==> src/hdl/fifo_split_pkg.sv <==
// Constants for the display FIFO split and watermark block
// Contract
// - Split one shared RAM into three plane FIFOs
// - Split double buffered, loaded at vblank start
// - Deep-sleep single plane mode takes whole RAM
// - 64-byte units, 96 or 128 units total
// - Sizes from B and C boundaries
// - Auto-sizing variant reserves the split register
// - Split resets to 00001D9C
// - Watermarks only in high-resolution mode
// - Self-refresh watermark used in deep sleep
// - Plane A and B watermarks gate requests
// - Second cursor watermark gates its requests
// - First cursor watermark gates its requests
// - Second sprite watermark gates its requests
// - Compressed-buffer self-refresh watermark fields
package fifo_split_pkg;
    localparam logic [19:0] split_offset = 20'h70030;
    localparam logic [19:0] wm_one_offset = 20'h70034;
    localparam logic [19:0] wm_two_offset = 20'h70038;
    localparam logic [31:0] split_reset = 32'h00001D9C;
    localparam logic [31:0] wm_one_reset = 32'h3F8F0F0F;
    localparam logic [31:0] wm_two_reset = 32'h00000F0F;
    localparam logic [31:0] split_mask = 32'h00003FFF;
    localparam logic [31:0] wm_one_mask = 32'hFFBF7F7F;
    localparam logic [31:0] wm_two_mask = 32'hFF7F3F7F;
    localparam int b_bound_lsb = 0;
    localparam int c_bound_lsb = 7;
    localparam int bound_width = 7;
    localparam int wm_a_lsb = 0;
    localparam int wm_b_lsb = 8;
    localparam int wm_cur2_lsb = 16;
    localparam int wm_sr_lsb = 23;
    localparam int wm_cur1_lsb = 8;
    localparam int wm_spr2_lsb = 16;
    localparam int cb_srhp_lsb = 24;
    localparam int cb_sr_lsb = 28;
    localparam int cb_en_bit = 31;
    localparam int unit_bytes = 64;
    localparam int total_units_default = 128;
endpackage

==> src/hdl/display_fifo_partition.sv <==
// Display FIFO partition and watermark request logic with AHB-Lite slave
`timescale 1ns/1ps
`default_nettype none
module display_fifo_partition #(
    parameter int total_units = fifo_split_pkg::total_units_default,
    parameter bit auto_size = 1'b0
) (
    // Clock and reset
    input wire logic hclk,
    input wire logic hresetn,
    // AHB-Lite slave
    input wire logic hsel,
    input wire logic [31:0] haddr,
    input wire logic [1:0] htrans,
    input wire logic hwrite,
    input wire logic [2:0] hsize,
    input wire logic [31:0] hwdata,
    input wire logic hready,
    output logic hreadyout,
    output logic hresp,
    output logic [31:0] hrdata,
    // Display pipe status
    input wire logic vblank_start,
    input wire logic deep_sleep_state,
    input wire logic hires_mode,
    input wire logic plane_a_on,
    input wire logic plane_b_on,
    // Free space per stream, in 64-byte units
    input wire logic [7:0] free_a,
    input wire logic [7:0] free_b,
    input wire logic [7:0] free_c,
    input wire logic [7:0] free_cur1,
    input wire logic [7:0] free_cur2,
    input wire logic [7:0] free_spr2,
    // Active FIFO sizes in 64-byte units
    output logic [7:0] size_a,
    output logic [7:0] size_b,
    output logic [7:0] size_c,
    // Requests to memory
    output logic req_a,
    output logic req_b,
    output logic req_c,
    output logic req_cur1,
    output logic req_cur2,
    output logic req_spr2
);
    // Only the two RAM sizes that the split logic knows are accepted
    if (total_units != 96 && total_units != 128) begin : g_bad_total
        $error("total_units must be 96 or 128");
    end

    localparam logic [7:0] tot = 8'(total_units);

    logic [31:0] split_reg;
    logic [31:0] split_act_reg;
    logic [31:0] wm_one_reg;
    logic [31:0] wm_two_reg;
    logic wr_pend_reg;
    logic [19:0] addr_reg;
    logic [7:0] req_reg;

    // Address phase capture; all transfers complete with no wait
    wire logic take = hsel && hready && htrans[1];
    wire logic wr_take = take && hwrite;
    wire logic hit_split = addr_reg == fifo_split_pkg::split_offset;
    wire logic hit_one = addr_reg == fifo_split_pkg::wm_one_offset;
    wire logic hit_two = addr_reg == fifo_split_pkg::wm_two_offset;

    assign hreadyout = 1'b1;
    assign hresp = 1'b0;

    always_ff @(posedge hclk or negedge hresetn) begin
        if (!hresetn) begin
            wr_pend_reg <= 1'b0;
            addr_reg <= 20'h00000;
        end else if (hready) begin
            wr_pend_reg <= wr_take;
            addr_reg <= take ? haddr[19:0] : 20'hFFFFF;
        end
    end

    // Read mux; reserved bits are masked, unmapped reads return zero
    wire logic [31:0] rd_split = auto_size ? 32'h00000000 : split_reg;
    wire logic [31:0] rd_next = hit_split ? rd_split :
        hit_one ? wm_one_reg : hit_two ? wm_two_reg : 32'h00000000;
    assign hrdata = rd_next;

    // Register writes; masked bits
    // reset value
    always_ff @(posedge hclk or negedge hresetn) begin
        if (!hresetn) begin
            split_reg <= fifo_split_pkg::split_reset;
            wm_one_reg <= fifo_split_pkg::wm_one_reset;
            wm_two_reg <= fifo_split_pkg::wm_two_reset;
        end else if (wr_pend_reg) begin
            // split writes ignored when auto sized
            if (hit_split && !auto_size) begin
                split_reg <= hwdata & fifo_split_pkg::split_mask;
            end
            if (hit_one) begin
                wm_one_reg <= hwdata & fifo_split_pkg::wm_one_mask;
            end
            if (hit_two) begin
                wm_two_reg <= hwdata & fifo_split_pkg::wm_two_mask;
            end
        end
    end

    // active copy loads at vblank start
    always_ff @(posedge hclk or negedge hresetn) begin
        if (!hresetn) begin
            split_act_reg <= fifo_split_pkg::split_reset;
        end else if (vblank_start) begin
            split_act_reg <= split_reg;
        end
    end

    wire logic [7:0] b_bound = {1'b0,
        split_act_reg[fifo_split_pkg::b_bound_lsb +: 7]};
    wire logic [7:0] c_bound = {1'b0,
        split_act_reg[fifo_split_pkg::c_bound_lsb +: 7]};
    // single plane in deep sleep takes the whole RAM
    wire logic solo_a = deep_sleep_state && plane_a_on && !plane_b_on;
    wire logic solo_b = deep_sleep_state && plane_b_on && !plane_a_on;
    // Auto sizing gives A and B a third each, C takes the remainder
    wire logic [7:0] third = 8'(total_units / 3);

    wire logic [7:0] sz_a = solo_a ? tot : solo_b ? 8'h00 :
        auto_size ? third : b_bound;
    wire logic [7:0] sz_b = solo_b ? tot : solo_a ? 8'h00 :
        auto_size ? third : 8'(c_bound - b_bound);
    wire logic [7:0] sz_c = (solo_a || solo_b) ? 8'h00 :
        auto_size ? 8'(tot - 8'(2 * (total_units / 3))) :
        8'(tot - c_bound - 8'h01);
    assign size_a = sz_a;
    assign size_b = sz_b;
    assign size_c = sz_c;

    // Watermark fields
    wire logic [7:0] wm_a = {1'b0, wm_one_reg[fifo_split_pkg::wm_a_lsb +: 7]};
    wire logic [7:0] wm_b = {1'b0, wm_one_reg[fifo_split_pkg::wm_b_lsb +: 7]};
    wire logic [8:0] wm_sr = wm_one_reg[fifo_split_pkg::wm_sr_lsb +: 9];
    wire logic [7:0] wm_c2 = {2'b00,
        wm_one_reg[fifo_split_pkg::wm_cur2_lsb +: 6]};
    wire logic [7:0] wm_c1 = {2'b00,
        wm_two_reg[fifo_split_pkg::wm_cur1_lsb +: 6]};
    wire logic [7:0] wm_s2 = {1'b0,
        wm_two_reg[fifo_split_pkg::wm_spr2_lsb +: 7]};
    // compressed-buffer fields, lines not translated to units here
    wire logic cb_en = wm_two_reg[fifo_split_pkg::cb_en_bit];
    wire logic [2:0] cb_sr = wm_two_reg[fifo_split_pkg::cb_sr_lsb +: 3];
    wire logic [3:0] cb_srhp = wm_two_reg[fifo_split_pkg::cb_srhp_lsb +: 4];
    wire logic sr = deep_sleep_state;

    // self refresh watermark replaces plane watermarks; plane C takes cb_srhp instead when cb_en is set
    wire logic [8:0] thr_a = sr ? wm_sr : {1'b0, wm_a};
    wire logic [8:0] thr_b = sr ? wm_sr : {1'b0, wm_b};
    wire logic [8:0] thr_c = sr ? (cb_en ? {5'h00, cb_srhp} : wm_sr) :
        {1'b0, wm_b} + {6'h00, cb_sr & {3{cb_en}}};

    wire logic [7:0] req_next = {2'b00,
        {1'b0, free_spr2} > {1'b0, wm_s2},
        {1'b0, free_cur2} > {1'b0, wm_c2},
        {1'b0, free_cur1} > {1'b0, wm_c1},
        {1'b0, free_c} > thr_c,
        {1'b0, free_b} > thr_b,
        {1'b0, free_a} > thr_a} & {8{hires_mode}};

    always_ff @(posedge hclk or negedge hresetn) begin
        if (!hresetn) begin
            req_reg <= 8'h00;
        end else begin
            req_reg <= req_next;
        end
    end

    assign req_a = req_reg[0];
    assign req_b = req_reg[1];
    assign req_c = req_reg[2];
    assign req_cur1 = req_reg[3];
    assign req_cur2 = req_reg[4];
    assign req_spr2 = req_reg[5];
endmodule
`default_nettype wire

==> config.mk <==
export PLATFORM = sky130hd
export DESIGN_NAME = display_fifo_partition
export DESIGN_NICKNAME = d
export VERILOG_FILES = /design/src/hdl/fifo_split_pkg.sv /design/src/hdl/display_fifo_partition.sv
export SDC_FILE = /design/constraint.sdc
export NUM_CORES = 1
export LEC_CHECK = 0
export ABC_AREA = 1
export BUFFER_PORTS_ARGS = -buffer_cell sky130_fd_sc_hd__buf_2
export CORE_MARGIN = 1.5
export CORE_UTILIZATION = 40
export DETAILED_ROUTE_END_ITERATION = 10
export MAX_ROUTING_LAYER = met4
export PLACE_DENSITY = 0.71
export SYNTH_ARGS = -nofsm -noshare
export SYNTH_HDL_FRONTEND = slang
export SYNTH_SLANG_ARGS = --single-unit
export TNS_END_PERCENT = 5
==> constraint.sdc <==
create_clock -name hclk -period 2.8 [get_ports hclk]
set_clock_uncertainty 0.2 [all_clocks]
set_input_delay 0.28 -clock hclk [delete_from_list [all_inputs] [get_ports hclk]]
set_output_delay 0.28 -clock hclk [all_outputs]
set_load 0.01 [all_outputs]
==> results of run 1 <==
## timing repair
action                     4_1_cts  5_1_grt
resized for setup                0        6
setup endpoints to repair        0       23
hold endpoints to repair       155        0
hold buffers                    52        0
## cells by family (layout without fill, tap and decap cells)
| kind of cell | Yosys count | count (layout) | synth area share, % |
|---|---|---|---|
| and+or+nand+nor | 387 | 387 | 24.3 |
| AOI/OAI and AO/OA | 169 | 169 | 14.0 |
| buffers and inverters | 158 | 367 | 9.77 |
| DFF | 112 | 112 | 41.6 |
| adders and majority gates | 55 | 55 | 10.2 |
| other | 2 | 4 | 0.109 |
## power by group through the flow
stage          Sequential, mW  Clock, mW  Combinational (mW)
6_report                 1.67       1.31               0.499
5_1_grt                  1.67       1.39               0.559
4_1_cts                  1.67       1.33               0.498
3_5_place_dp             1.70          0               0.441
3_3_place_gp             1.70          0               0.433
2_1_floorplan            1.69          0               0.229
## worst min path at each step
stage,from,endpoint,slack (ns),depth (start not counted)
after floorplan,hresetn,addr_reg[0],-0.22,0
after global placement,hresetn,req_reg[4],-0.05,1
after detailed placement,hresetn,req_reg[4],-0.05,1
after CTS,free_spr2[7],req_reg[5],0.004,4
after global routing,hires_mode,req_reg[3],0.04,3
final,free_spr2[7],req_reg[5],0.02,4
## placed cells by master (no fill, tap or decap), drive strengths merged, types with 2 or more instances in the layout
master	instances
a21o	5
conb	4
fa	2
nand2	220
nand3	81
o21ai	72
dlygate4sd3	52
dfrtp	69
o22a	17
clkinvlp	2
o22ai	10
dfstp	43
or2	4
nand4	5
nor2	63
ha	53
nor3	11
inv	112
clkinv	4
a21oi	54
clkbuf	11
a211oi	3
buf	186
o21bai	2
## per-layer routing
layer	GRT usage, %	routed length (um)	vias to the layer above
met2	36.0	8990	217
met1	30.3	9240	3026
li1	-	-	3291
met3	2.95	984	31
met4	8.72	468	0
met5	-	0	-
## worst max-delay path: cells and delay by family, from the launching register on
family                 cells  cell delay (ns)
AND/OR/NAND/NOR            4             0.92
flip-flops                 1             0.38
AO/OA/AOI/OAI              1             0.36
buffers and inverters      1             0.18
## stage by stage
stage                     setup TNS, ns  utilization (%)  total power, mW  setup WS (ns)
after floorplan                       0                -             1.92          0.115
after global placement                0             47.3             2.13          0.134
after detailed placement              0             47.3             2.14          0.104
after CTS                             0             52.2             3.50         0.0660
after global routing             -0.144             52.3             3.62        -0.0458
final                                 0             52.3             3.47          0.111
## area by class of cell
| type | instances | area [sq um] |
|---|---|---|
| repair buffers | 238 | 1510 |
| clock inverters | 5 | 51.3 |
| clock buffers | 11 | 243 |
| well taps | 220 | 275 |
| flip-flops and latches | 112 | 2860 |
| multi-input cells | 615 | 3370 |
| fillers | 1608 | 7970 |
| inverters | 113 | 427 |
==> out/results.ini, run 1 <==
[place]
gp_congestion = 0.871
io_buffer_count = 169
place.detailed.instances = 1246
place.detailed.hpwl_mm = 14.5
place_area_sq_um = 7900

[route]
ant_nets = 0
drt-wirelength-per-cell_um = 15.0
route.final.wire_length_mm = 19.7
post-route-drc-count = 0
vias_per_cell = 5.00
via_count = 6565
dr.first_iter.drc_count = 355
detail_route.first_pass.iterations = 4

[job]
cap_violations = 0

[power_and_ir_drop]
power.sequential.fraction_pct = 48.0
switching_share_of_power_pct = 27.3
internal_power_mw = 2.52
clock_power_share_pct = 37.6
ir_worst_vdd_v = 0.000282
power-per-cell-area_nw_per_um2 = 397
cellLeakagePower_nw = 4.71
power.share.combinational_pct = 14.4
power.switching_mw = 0.948

[setup_path]
setup.worst_path.class = reg2out
setup.worst_path.end_class = output pin
r2r-end = req_reg[2]
crit_path_top_delay_cell = dfrtp_1
timing.critical_path.arrival_ns = 2.21
regToRegStartpoint = wm_one_reg[8]
setup.worst_path.end = hrdata[30]
critical_path.cell_chain = nor2_1 > nand3_2 > nor2_4 > nand2_2 > o21ai_0 > buf_2
worst_ep_required_time_ns = 2.32
crit_path_max_fanout = 23
worstRegToRegCells = 15
crit_path_start_kind = flop
ff2ff_setup_slack_ns = 0.15
worst_setup_path_startpoint = addr_reg[1]
cp_slowest_stage_delay_ns = 0.38

[logic_synthesis]
synth_flop_type = dfrtp_1
synth_cell_types = 42
synth.yosys.warnings = 0
post-synth-top-area-fraction_pct = 25.1
postSynthAreaPerCell_sq_um = 7.78
synth.top_cells.by_area = dfrtp_1, dfstp_2, nand2_1
synthesis.instances = 883
yosysMostFrequentCell = nand2_1
synth_top_cell_by_area = dfrtp_1
synth_seq_cells = 112
yosysSeqAreaShare_pct = 41.6
synth.top_cells.by_count = nand2_1, inv_1, nand3_1, dfrtp_1, nor2_1
mappedNetlistArea_sq_um = 6870
synth_edf_count = 0
synthArstFlopShare_pct = 100

[floorplanning]
row_count = 47
floorplan.die.width_um = 134
floorplan.die_area_sq_um = 18000
top_level_ports = 191
die_height_um = 134
coreArea_sq_um = 16700
initial_utilization_pct = 41.2

[timing]
rsz0062_at_grt = yes
period_needed_ns = 2.69
slew-limit-headroom_pct = 64.9
finalHoldViolCount = 0
final_setup_fails = 0
max_freq_mhz = 372
maxSlewViolCount = 0
hold_ws_ns = 0.0235
final_min_period_over_clock_period_pct = 96.0
worstMarginPinSlew_ns = 0.524

[clocking]
tritoncts.num_buffers = 9
cts_tree = built
h-tree-depth = 3
clock_sinks = 112
post_cts.repair.setup_buffers = 0
worstSkewPairLatency_ns = 0.36
cts.reportedPaths.clkPinSlew_ns = 0.08
cts_root_buffer = clkbuf_16
cts-root-to-sink-buffers = 2

[finish]
largest_register_ffs = 29
flow.area_growth_from_synthesis_pct = 27.1
final_net_count = 1271
finish.cell_count_without_fillers = 1314
layout.cell_area.non_filler_sq_um = 8730
final_layout_size_suffix_gt1_share_pct = 23.9
insertedDiodeCount = 0

[global_routing]
grt_util_all_layers_pct = 22.9
wire_length_of_the_first_global_routing_pass_mm = 31.3
via_count_of_the_first_global_routing_pass = 6227
antenna_found_initial = 0
maximum_number_of_pins_on_one_net_before_global_route_repair = 72
overflow = 0

[worst_hold_path]
min-delay-path-class = in2reg

[status]
run_status = finished clean

Power figures use the tool's default switching activity.
==> run 2, diff against run 1 <==
Settings changed: HOLD_SLACK_MARGIN set to 0.06.
==> out/results.ini, run 2 (same netlist as run 1, synthesis figures left out) <==
[place]
place_area_sq_um = 7900  ; unchanged
io_buffer_count = 169  ; unchanged
gp_congestion = 0.871  ; unchanged
place.detailed.hpwl_mm = 14.5  ; unchanged
place.detailed.instances = 1246  ; unchanged
pre_cts_setup_slack_ns = 0.104  ; unchanged

[global_routing]
via_count_of_the_first_global_routing_pass = 6292  ; was 6227
wire_length_of_the_first_global_routing_pass_mm = 31.5  ; was 31.3 mm
maximum_number_of_pins_on_one_net_before_global_route_repair = 72  ; unchanged
overflow = 0  ; unchanged
antenna_found_initial = 0  ; unchanged
grt_util_all_layers_pct = 23.1  ; was 22.9%

[timing]
finalHoldViolCount = 0  ; unchanged
maxSlewViolCount = 0  ; unchanged
rsz0062_at_grt = yes  ; unchanged
max_freq_mhz = 370  ; was 372 MHz
setup_tns_ns = 0  ; unchanged
postLayoutSetupSlackWorst_ns = 0.0957  ; was 0.111 ns
worstMarginPinSlew_ns = 0.533  ; was 0.524 ns
final_min_period_over_clock_period_pct = 96.6  ; was 96.0%
slew-limit-headroom_pct = 64.4  ; was 64.9%
final_setup_fails = 0  ; unchanged
period_needed_ns = 2.70  ; was 2.69 ns

[setup_path]
path_delay_family = simple AND/OR/NAND/NOR gates  ; unchanged
critical_path.n_buffers_inverters = 1  ; unchanged
setup.worst_path.class = reg2out  ; unchanged
setup.worst_path.end_class = output pin  ; unchanged
crit_path_max_fanout = 23  ; unchanged
worstRegToRegCells = 15  ; unchanged
critical_path.cell_chain = nor2_1 > nand3_2 > nor2_4 > nand2_2 > o21ai_0 > buf_2  ; unchanged
regToRegStartpoint = wm_one_reg[8]  ; unchanged
ff2ff_setup_slack_ns = 0.16  ; was 0.15 ns
r2r-end = req_reg[2]  ; unchanged
setup.worst_path.end = hrdata[30]  ; unchanged
worst_ep_required_time_ns = 2.32  ; about the same
cp_slowest_stage_delay_ns = 0.38  ; about the same
crit_path_top_delay_cell = dfrtp_1  ; unchanged
crit_path_start_kind = flop  ; unchanged
timing.critical_path.arrival_ns = 2.22  ; was 2.21 ns
timing.critical_path.depth = 6  ; unchanged
worst_setup_path_startpoint = addr_reg[1]  ; unchanged

[power_and_ir_drop]
power-per-cell-area_nw_per_um2 = 396  ; was 397 nW/um^2
ir_worst_vdd_v = 0.000282  ; about the same
fin_total_pwr_mw = 3.47  ; about the same
cellLeakagePower_nw = 4.73  ; was 4.71 nW

[floorplanning]
floorplan.die.width_um = 134  ; unchanged
initial_utilization_pct = 41.2  ; unchanged
row_count = 47  ; unchanged
die_height_um = 134  ; unchanged
coreArea_sq_um = 16700  ; unchanged
floorplan.die_area_sq_um = 18000  ; unchanged
top_level_ports = 191  ; unchanged

[finish]
final_net_count = 1275  ; was 1271
most-common-layout-cells = nand2_1, buf_2, inv_1  ; unchanged
layout_commonest_cell = nand2_1  ; unchanged
insertedDiodeCount = 0  ; unchanged
seqCellArea_sq_um = 2860  ; unchanged
multiInputGateArea_sq_um = 3370  ; unchanged
filler_cell_count = 1604  ; was 1608
layout.cell_area.non_filler_sq_um = 8770  ; was 8730 sq um
flow.area_growth_from_synthesis_pct = 27.6  ; was 27.1%
largest_register_ffs = 29  ; unchanged
final_layout_size_suffix_gt1_share_pct = 23.9  ; about the same
finish.cell_count_without_fillers = 1318  ; was 1314

[clocking]
cts_tree = built  ; unchanged
worstSkewPairLatency_ns = 0.36  ; about the same
cts_root_buffer = clkbuf_16  ; unchanged
clock_sinks = 112  ; unchanged
post_cts.repair.setup_buffers = 0  ; unchanged
cts-root-to-sink-buffers = 2  ; unchanged
h-tree-depth = 3  ; unchanged
cts.reportedPaths.clkPinSlew_ns = 0.08  ; about the same
tritoncts.num_buffers = 9  ; unchanged

[status]
run_status = finished clean  ; unchanged

[worst_hold_path]
min-delay-path-class = in2reg  ; unchanged

[route]
detail_route.first_pass.iterations = 5  ; was 4
drt-wirelength-per-cell_um = 15.1  ; was 15.0 um
ant_nets = 0  ; unchanged
vias_per_cell = 4.98  ; was 5.00
route.final.wire_length_mm = 19.8  ; was 19.7 mm
dr.first_iter.drc_count = 332  ; was 355
via_count = 6564  ; was 6565
post-route-drc-count = 0  ; unchanged

[job]
cap_violations = 0  ; unchanged

run 2: cell type report:
type                    instances  area share (%)
repair buffers                242            17.7
clock buffers                  11            2.77
inverters                     113            4.86
well taps                     220            3.14
flip-flops and latches        112            32.6
multi-input cells             615            38.4
clock inverters                 5           0.585
run 2: worst min-delay path: stages:
cell	delay [ns]
buf_2	0.07
or2_2	0.11
nor2_1	0.04
nand2_1	0.05
a21oi_1	0.06
run 2: where the power goes:
part | total, mW | switching [mW] | leakage, nW | internal, mW
registers | 1.67 | 0.0152 | 1.11 | 1.65
logic | 0.503 | 0.274 | 3.48 | 0.229
clock network | 1.30 | 0.657 | 0.137 | 0.646
run 2: worst min path at each step:
stage                  end          from  depth (start not counted)  slack (ns)
2_1_floorplan  addr_reg[0]       hresetn                          0       -0.22
3_3_place_gp    req_reg[4]       hresetn                          1       -0.05
3_5_place_dp    req_reg[4]       hresetn                          1       -0.05
4_1_cts         req_reg[3]  free_cur1[7]                          5        0.07
5_1_grt         req_reg[3]  free_cur1[7]                          5        0.12
6_report        req_reg[3]  free_cur1[7]                          5        0.09
run 2: timing repair:
item,4_1_cts,5_1_grt
endpoints found under the hold margin,166,0
hold buffers,56,0
setup endpoints to repair,0,23
resized for setup,0,6
run 2: per-stage QoR:
stage	utilization [%]	hold WS [ns]
floorplan	-	-0.216
global placement	47.3	-0.0549
detailed placement	47.3	-0.0537
CTS	52.4	0.0742
global route	52.5	0.120
finish	52.5	0.0900
run 2: layer usage:
layer | vias up | routed length (um) | GRT usage [%]
met1 | 3020 | 9280 | 30.3
met3 | 32 | 965 | 2.87
met4 | 0 | 472 | 8.72
li1 | 3298 | - | -
met5 | - | 0 | -
met2 | 214 | 9120 | 36.7
==> run 3, diff against run 2 <==
Settings changed: CELL_PAD_IN_SITES_DETAIL_PLACEMENT set to 0, CELL_PAD_IN_SITES_GLOBAL_PLACEMENT set to 1, CORE_UTILIZATION 40 to 34, PLACE_DENSITY 0.71 to 0.81.
==> out/results.ini, run 3 (same netlist as run 1, synthesis figures left out) <==
[clocking]
cts_tree = built  ; unchanged
cts.reportedPaths.clkPinSlew_ns = 0.08  ; about the same
cts_root_buffer = clkbuf_16  ; unchanged
clock_sinks = 112  ; unchanged
cts-root-to-sink-buffers = 2  ; unchanged
h-tree-depth = 3  ; unchanged
tritoncts.num_buffers = 9  ; unchanged
worstSkewPairLatency_ns = 0.36  ; about the same

[setup_path]
setup.worst_path.class = reg2reg  ; was reg2out
worst_setup_path_startpoint = wm_one_reg[8]  ; was addr_reg[1]
setup.worst_path.end_class = flop  ; was output pin
worst_ep_required_time_ns = 2.87  ; was 2.32 ns
crit_path_start_kind = flop  ; unchanged
regToRegStartpoint = wm_one_reg[8]  ; unchanged
ff2ff_setup_slack_ns = 0.13  ; was 0.16 ns
worstRegToRegCells = 16  ; was 15
r2r-end = req_reg[2]  ; unchanged
crit_path_max_fanout = 3  ; was 23
timing.critical_path.arrival_ns = 2.75  ; was 2.22 ns

[global_routing]
via_count_of_the_first_global_routing_pass = 6442  ; was 6292
grt_util_all_layers_pct = 20.1  ; was 23.1%
maximum_number_of_pins_on_one_net_before_global_route_repair = 44  ; was 72
wire_length_of_the_first_global_routing_pass_mm = 32.8  ; was 31.5 mm
antenna_found_initial = 0  ; unchanged
overflow = 0  ; unchanged

[power_and_ir_drop]
cellLeakagePower_nw = 4.76  ; was 4.73 nW
ir_worst_vdd_v = 0.000292  ; was 0.000282 V
power-per-cell-area_nw_per_um2 = 396  ; about the same
clock_power_share_pct = 38.0  ; was 37.5%
power.share.combinational_pct = 14.5  ; about the same
power.sequential.fraction_pct = 47.5  ; was 48.0%
power.switching_mw = 0.953  ; was 0.946 mW
switching_share_of_power_pct = 27.2  ; about the same
internal_power_mw = 2.55  ; was 2.53 mW

[floorplanning]
top_level_ports = 191  ; unchanged
row_count = 51  ; was 47
coreArea_sq_um = 19700  ; was 16700 sq um
initial_utilization_pct = 35.0  ; was 41.2%
floorplan.die_area_sq_um = 21100  ; was 18000 sq um
floorplan.die.width_um = 145  ; was 134 um
die_height_um = 145  ; was 134 um

[status]
run_status = finished clean  ; unchanged

[timing]
final_min_period_over_clock_period_pct = 95.5  ; was 96.6%
period_needed_ns = 2.67  ; was 2.70 ns
final_setup_fails = 0  ; unchanged
max_freq_mhz = 374  ; was 370 MHz
slew-limit-headroom_pct = 58.9  ; was 64.4%
hold_ws_ns = 0.0901  ; was 0.0900 ns
worstMarginPinSlew_ns = 0.616  ; was 0.533 ns
finalHoldViolCount = 0  ; unchanged
maxSlewViolCount = 0  ; unchanged
rsz0062_at_grt = yes  ; unchanged
setup_tns_ns = 0  ; unchanged

[route]
vias_per_cell = 4.76  ; was 4.98
ant_nets = 0  ; unchanged
via_count = 6500  ; was 6564
post-route-drc-count = 0  ; unchanged
drt-wirelength-per-cell_um = 15.0  ; was 15.1 um
dr.first_iter.drc_count = 289  ; was 332
detail_route.first_pass.iterations = 5  ; unchanged
route.final.wire_length_mm = 20.5  ; was 19.8 mm

[place]
place.detailed.hpwl_mm = 15.2  ; was 14.5 mm
gp_congestion = 0.877  ; was 0.871
io_buffer_count = 169  ; unchanged

[worst_hold_path]
min-delay-path-class = in2reg  ; unchanged
worstHoldStart = free_cur1[7]  ; unchanged
hold_end = req_reg[3]  ; unchanged
timing.hold.worst_path_depth = 5  ; unchanged

[finish]
layout_commonest_cell = nand2_1  ; unchanged
most-common-layout-cells = nand2_1, buf_2, inv_1  ; unchanged
final_net_count = 1277  ; was 1275
flow.area_growth_from_synthesis_pct = 28.8  ; was 27.6%
final_layout_size_suffix_gt1_share_pct = 24.2  ; was 23.9%
insertedDiodeCount = 0  ; unchanged
largest_register_ffs = 29  ; unchanged

[job]
cap_violations = 0  ; unchanged

-- run 3: power by group through the flow --
stage               clock network [mW]  logic (mW)  registers [mW]
floorplan                            0       0.229            1.69
global placement                     0       0.443            1.69
detailed placement                   0       0.447            1.69
CTS                               1.37       0.510            1.67
global route                      1.42       0.572            1.67
finish                            1.33       0.509            1.67
-- run 3: metrics by stage --
step	worst slack [ns]	instance area [sq um]	power [mW]	util [%]	cells
CTS	0.0321	8830	3.54	44.9	1364
detailed placement	0.100	7960	2.14	40.5	1292
finish	0.127	8860	3.51	45.1	1365
global route	-0.0337	8860	3.67	45.1	1365
global placement	0.136	7960	2.14	40.5	1292
floorplan	0.115	6880	1.92	-	885
-- run 3: per-layer routing --
layer / vias up / GRT usage, % / part of all wire, %
li1: 3302 / - / -
met1: 2978 / 26.5 / 48
met2: 197 / 32.4 / 46
met3: 23 / 2.70 / 4.5
met4: 0 / 5.66 / 1.5
met5: - / - / 0
-- run 3: what timing repair did --
item	CTS	global route
gates resized for setup	1	8
pin swaps	0	0
hold buffers	56	0
endpoints found under the hold margin	124	0
setup endpoints to repair	2	9
buffers inserted	0	1
-- run 3: layout make-up --
class / instances / area (sq um)
clock buffers: 11 / 253
clock inverters: 5 / 50.0
fillers: 2059 / 10800
inverters: 113 / 429
multi-input cells: 615 / 3370
flip-flops and latches: 112 / 2860
well taps: 265 / 332
repair buffers: 244 / 1560
-- run 3: critical path, cell delays in order, from the launching register on --
cell and delay (ns):
dfstp_2 0.55, ha_2 0.19, inv_1 0.05, fa_1 0.35
inv_1 0.07, nand2_1 0.08, nand2_2 0.08, nand2_1 0.07
nand2_1 0.06, nor2_1 0.04, a21oi_1 0.12, ha_1 0.26
nand2_1 0.11, nor2_1 0.05, nand2_1 0.06, o221ai_1 0.10
a21oi_1 0.16
-- run 3: worst max-delay path by stage --
stage,end,slack [ns],cells after the start
6_report,req_reg[2],0.13,16
5_1_grt,req_reg[2],-0.03,16
4_1_cts,hrdata[27],0.03,9
3_5_place_dp,req_reg[2],0.10,15
3_3_place_gp,req_reg[2],0.14,15
2_1_floorplan,req_reg[2],0.12,18
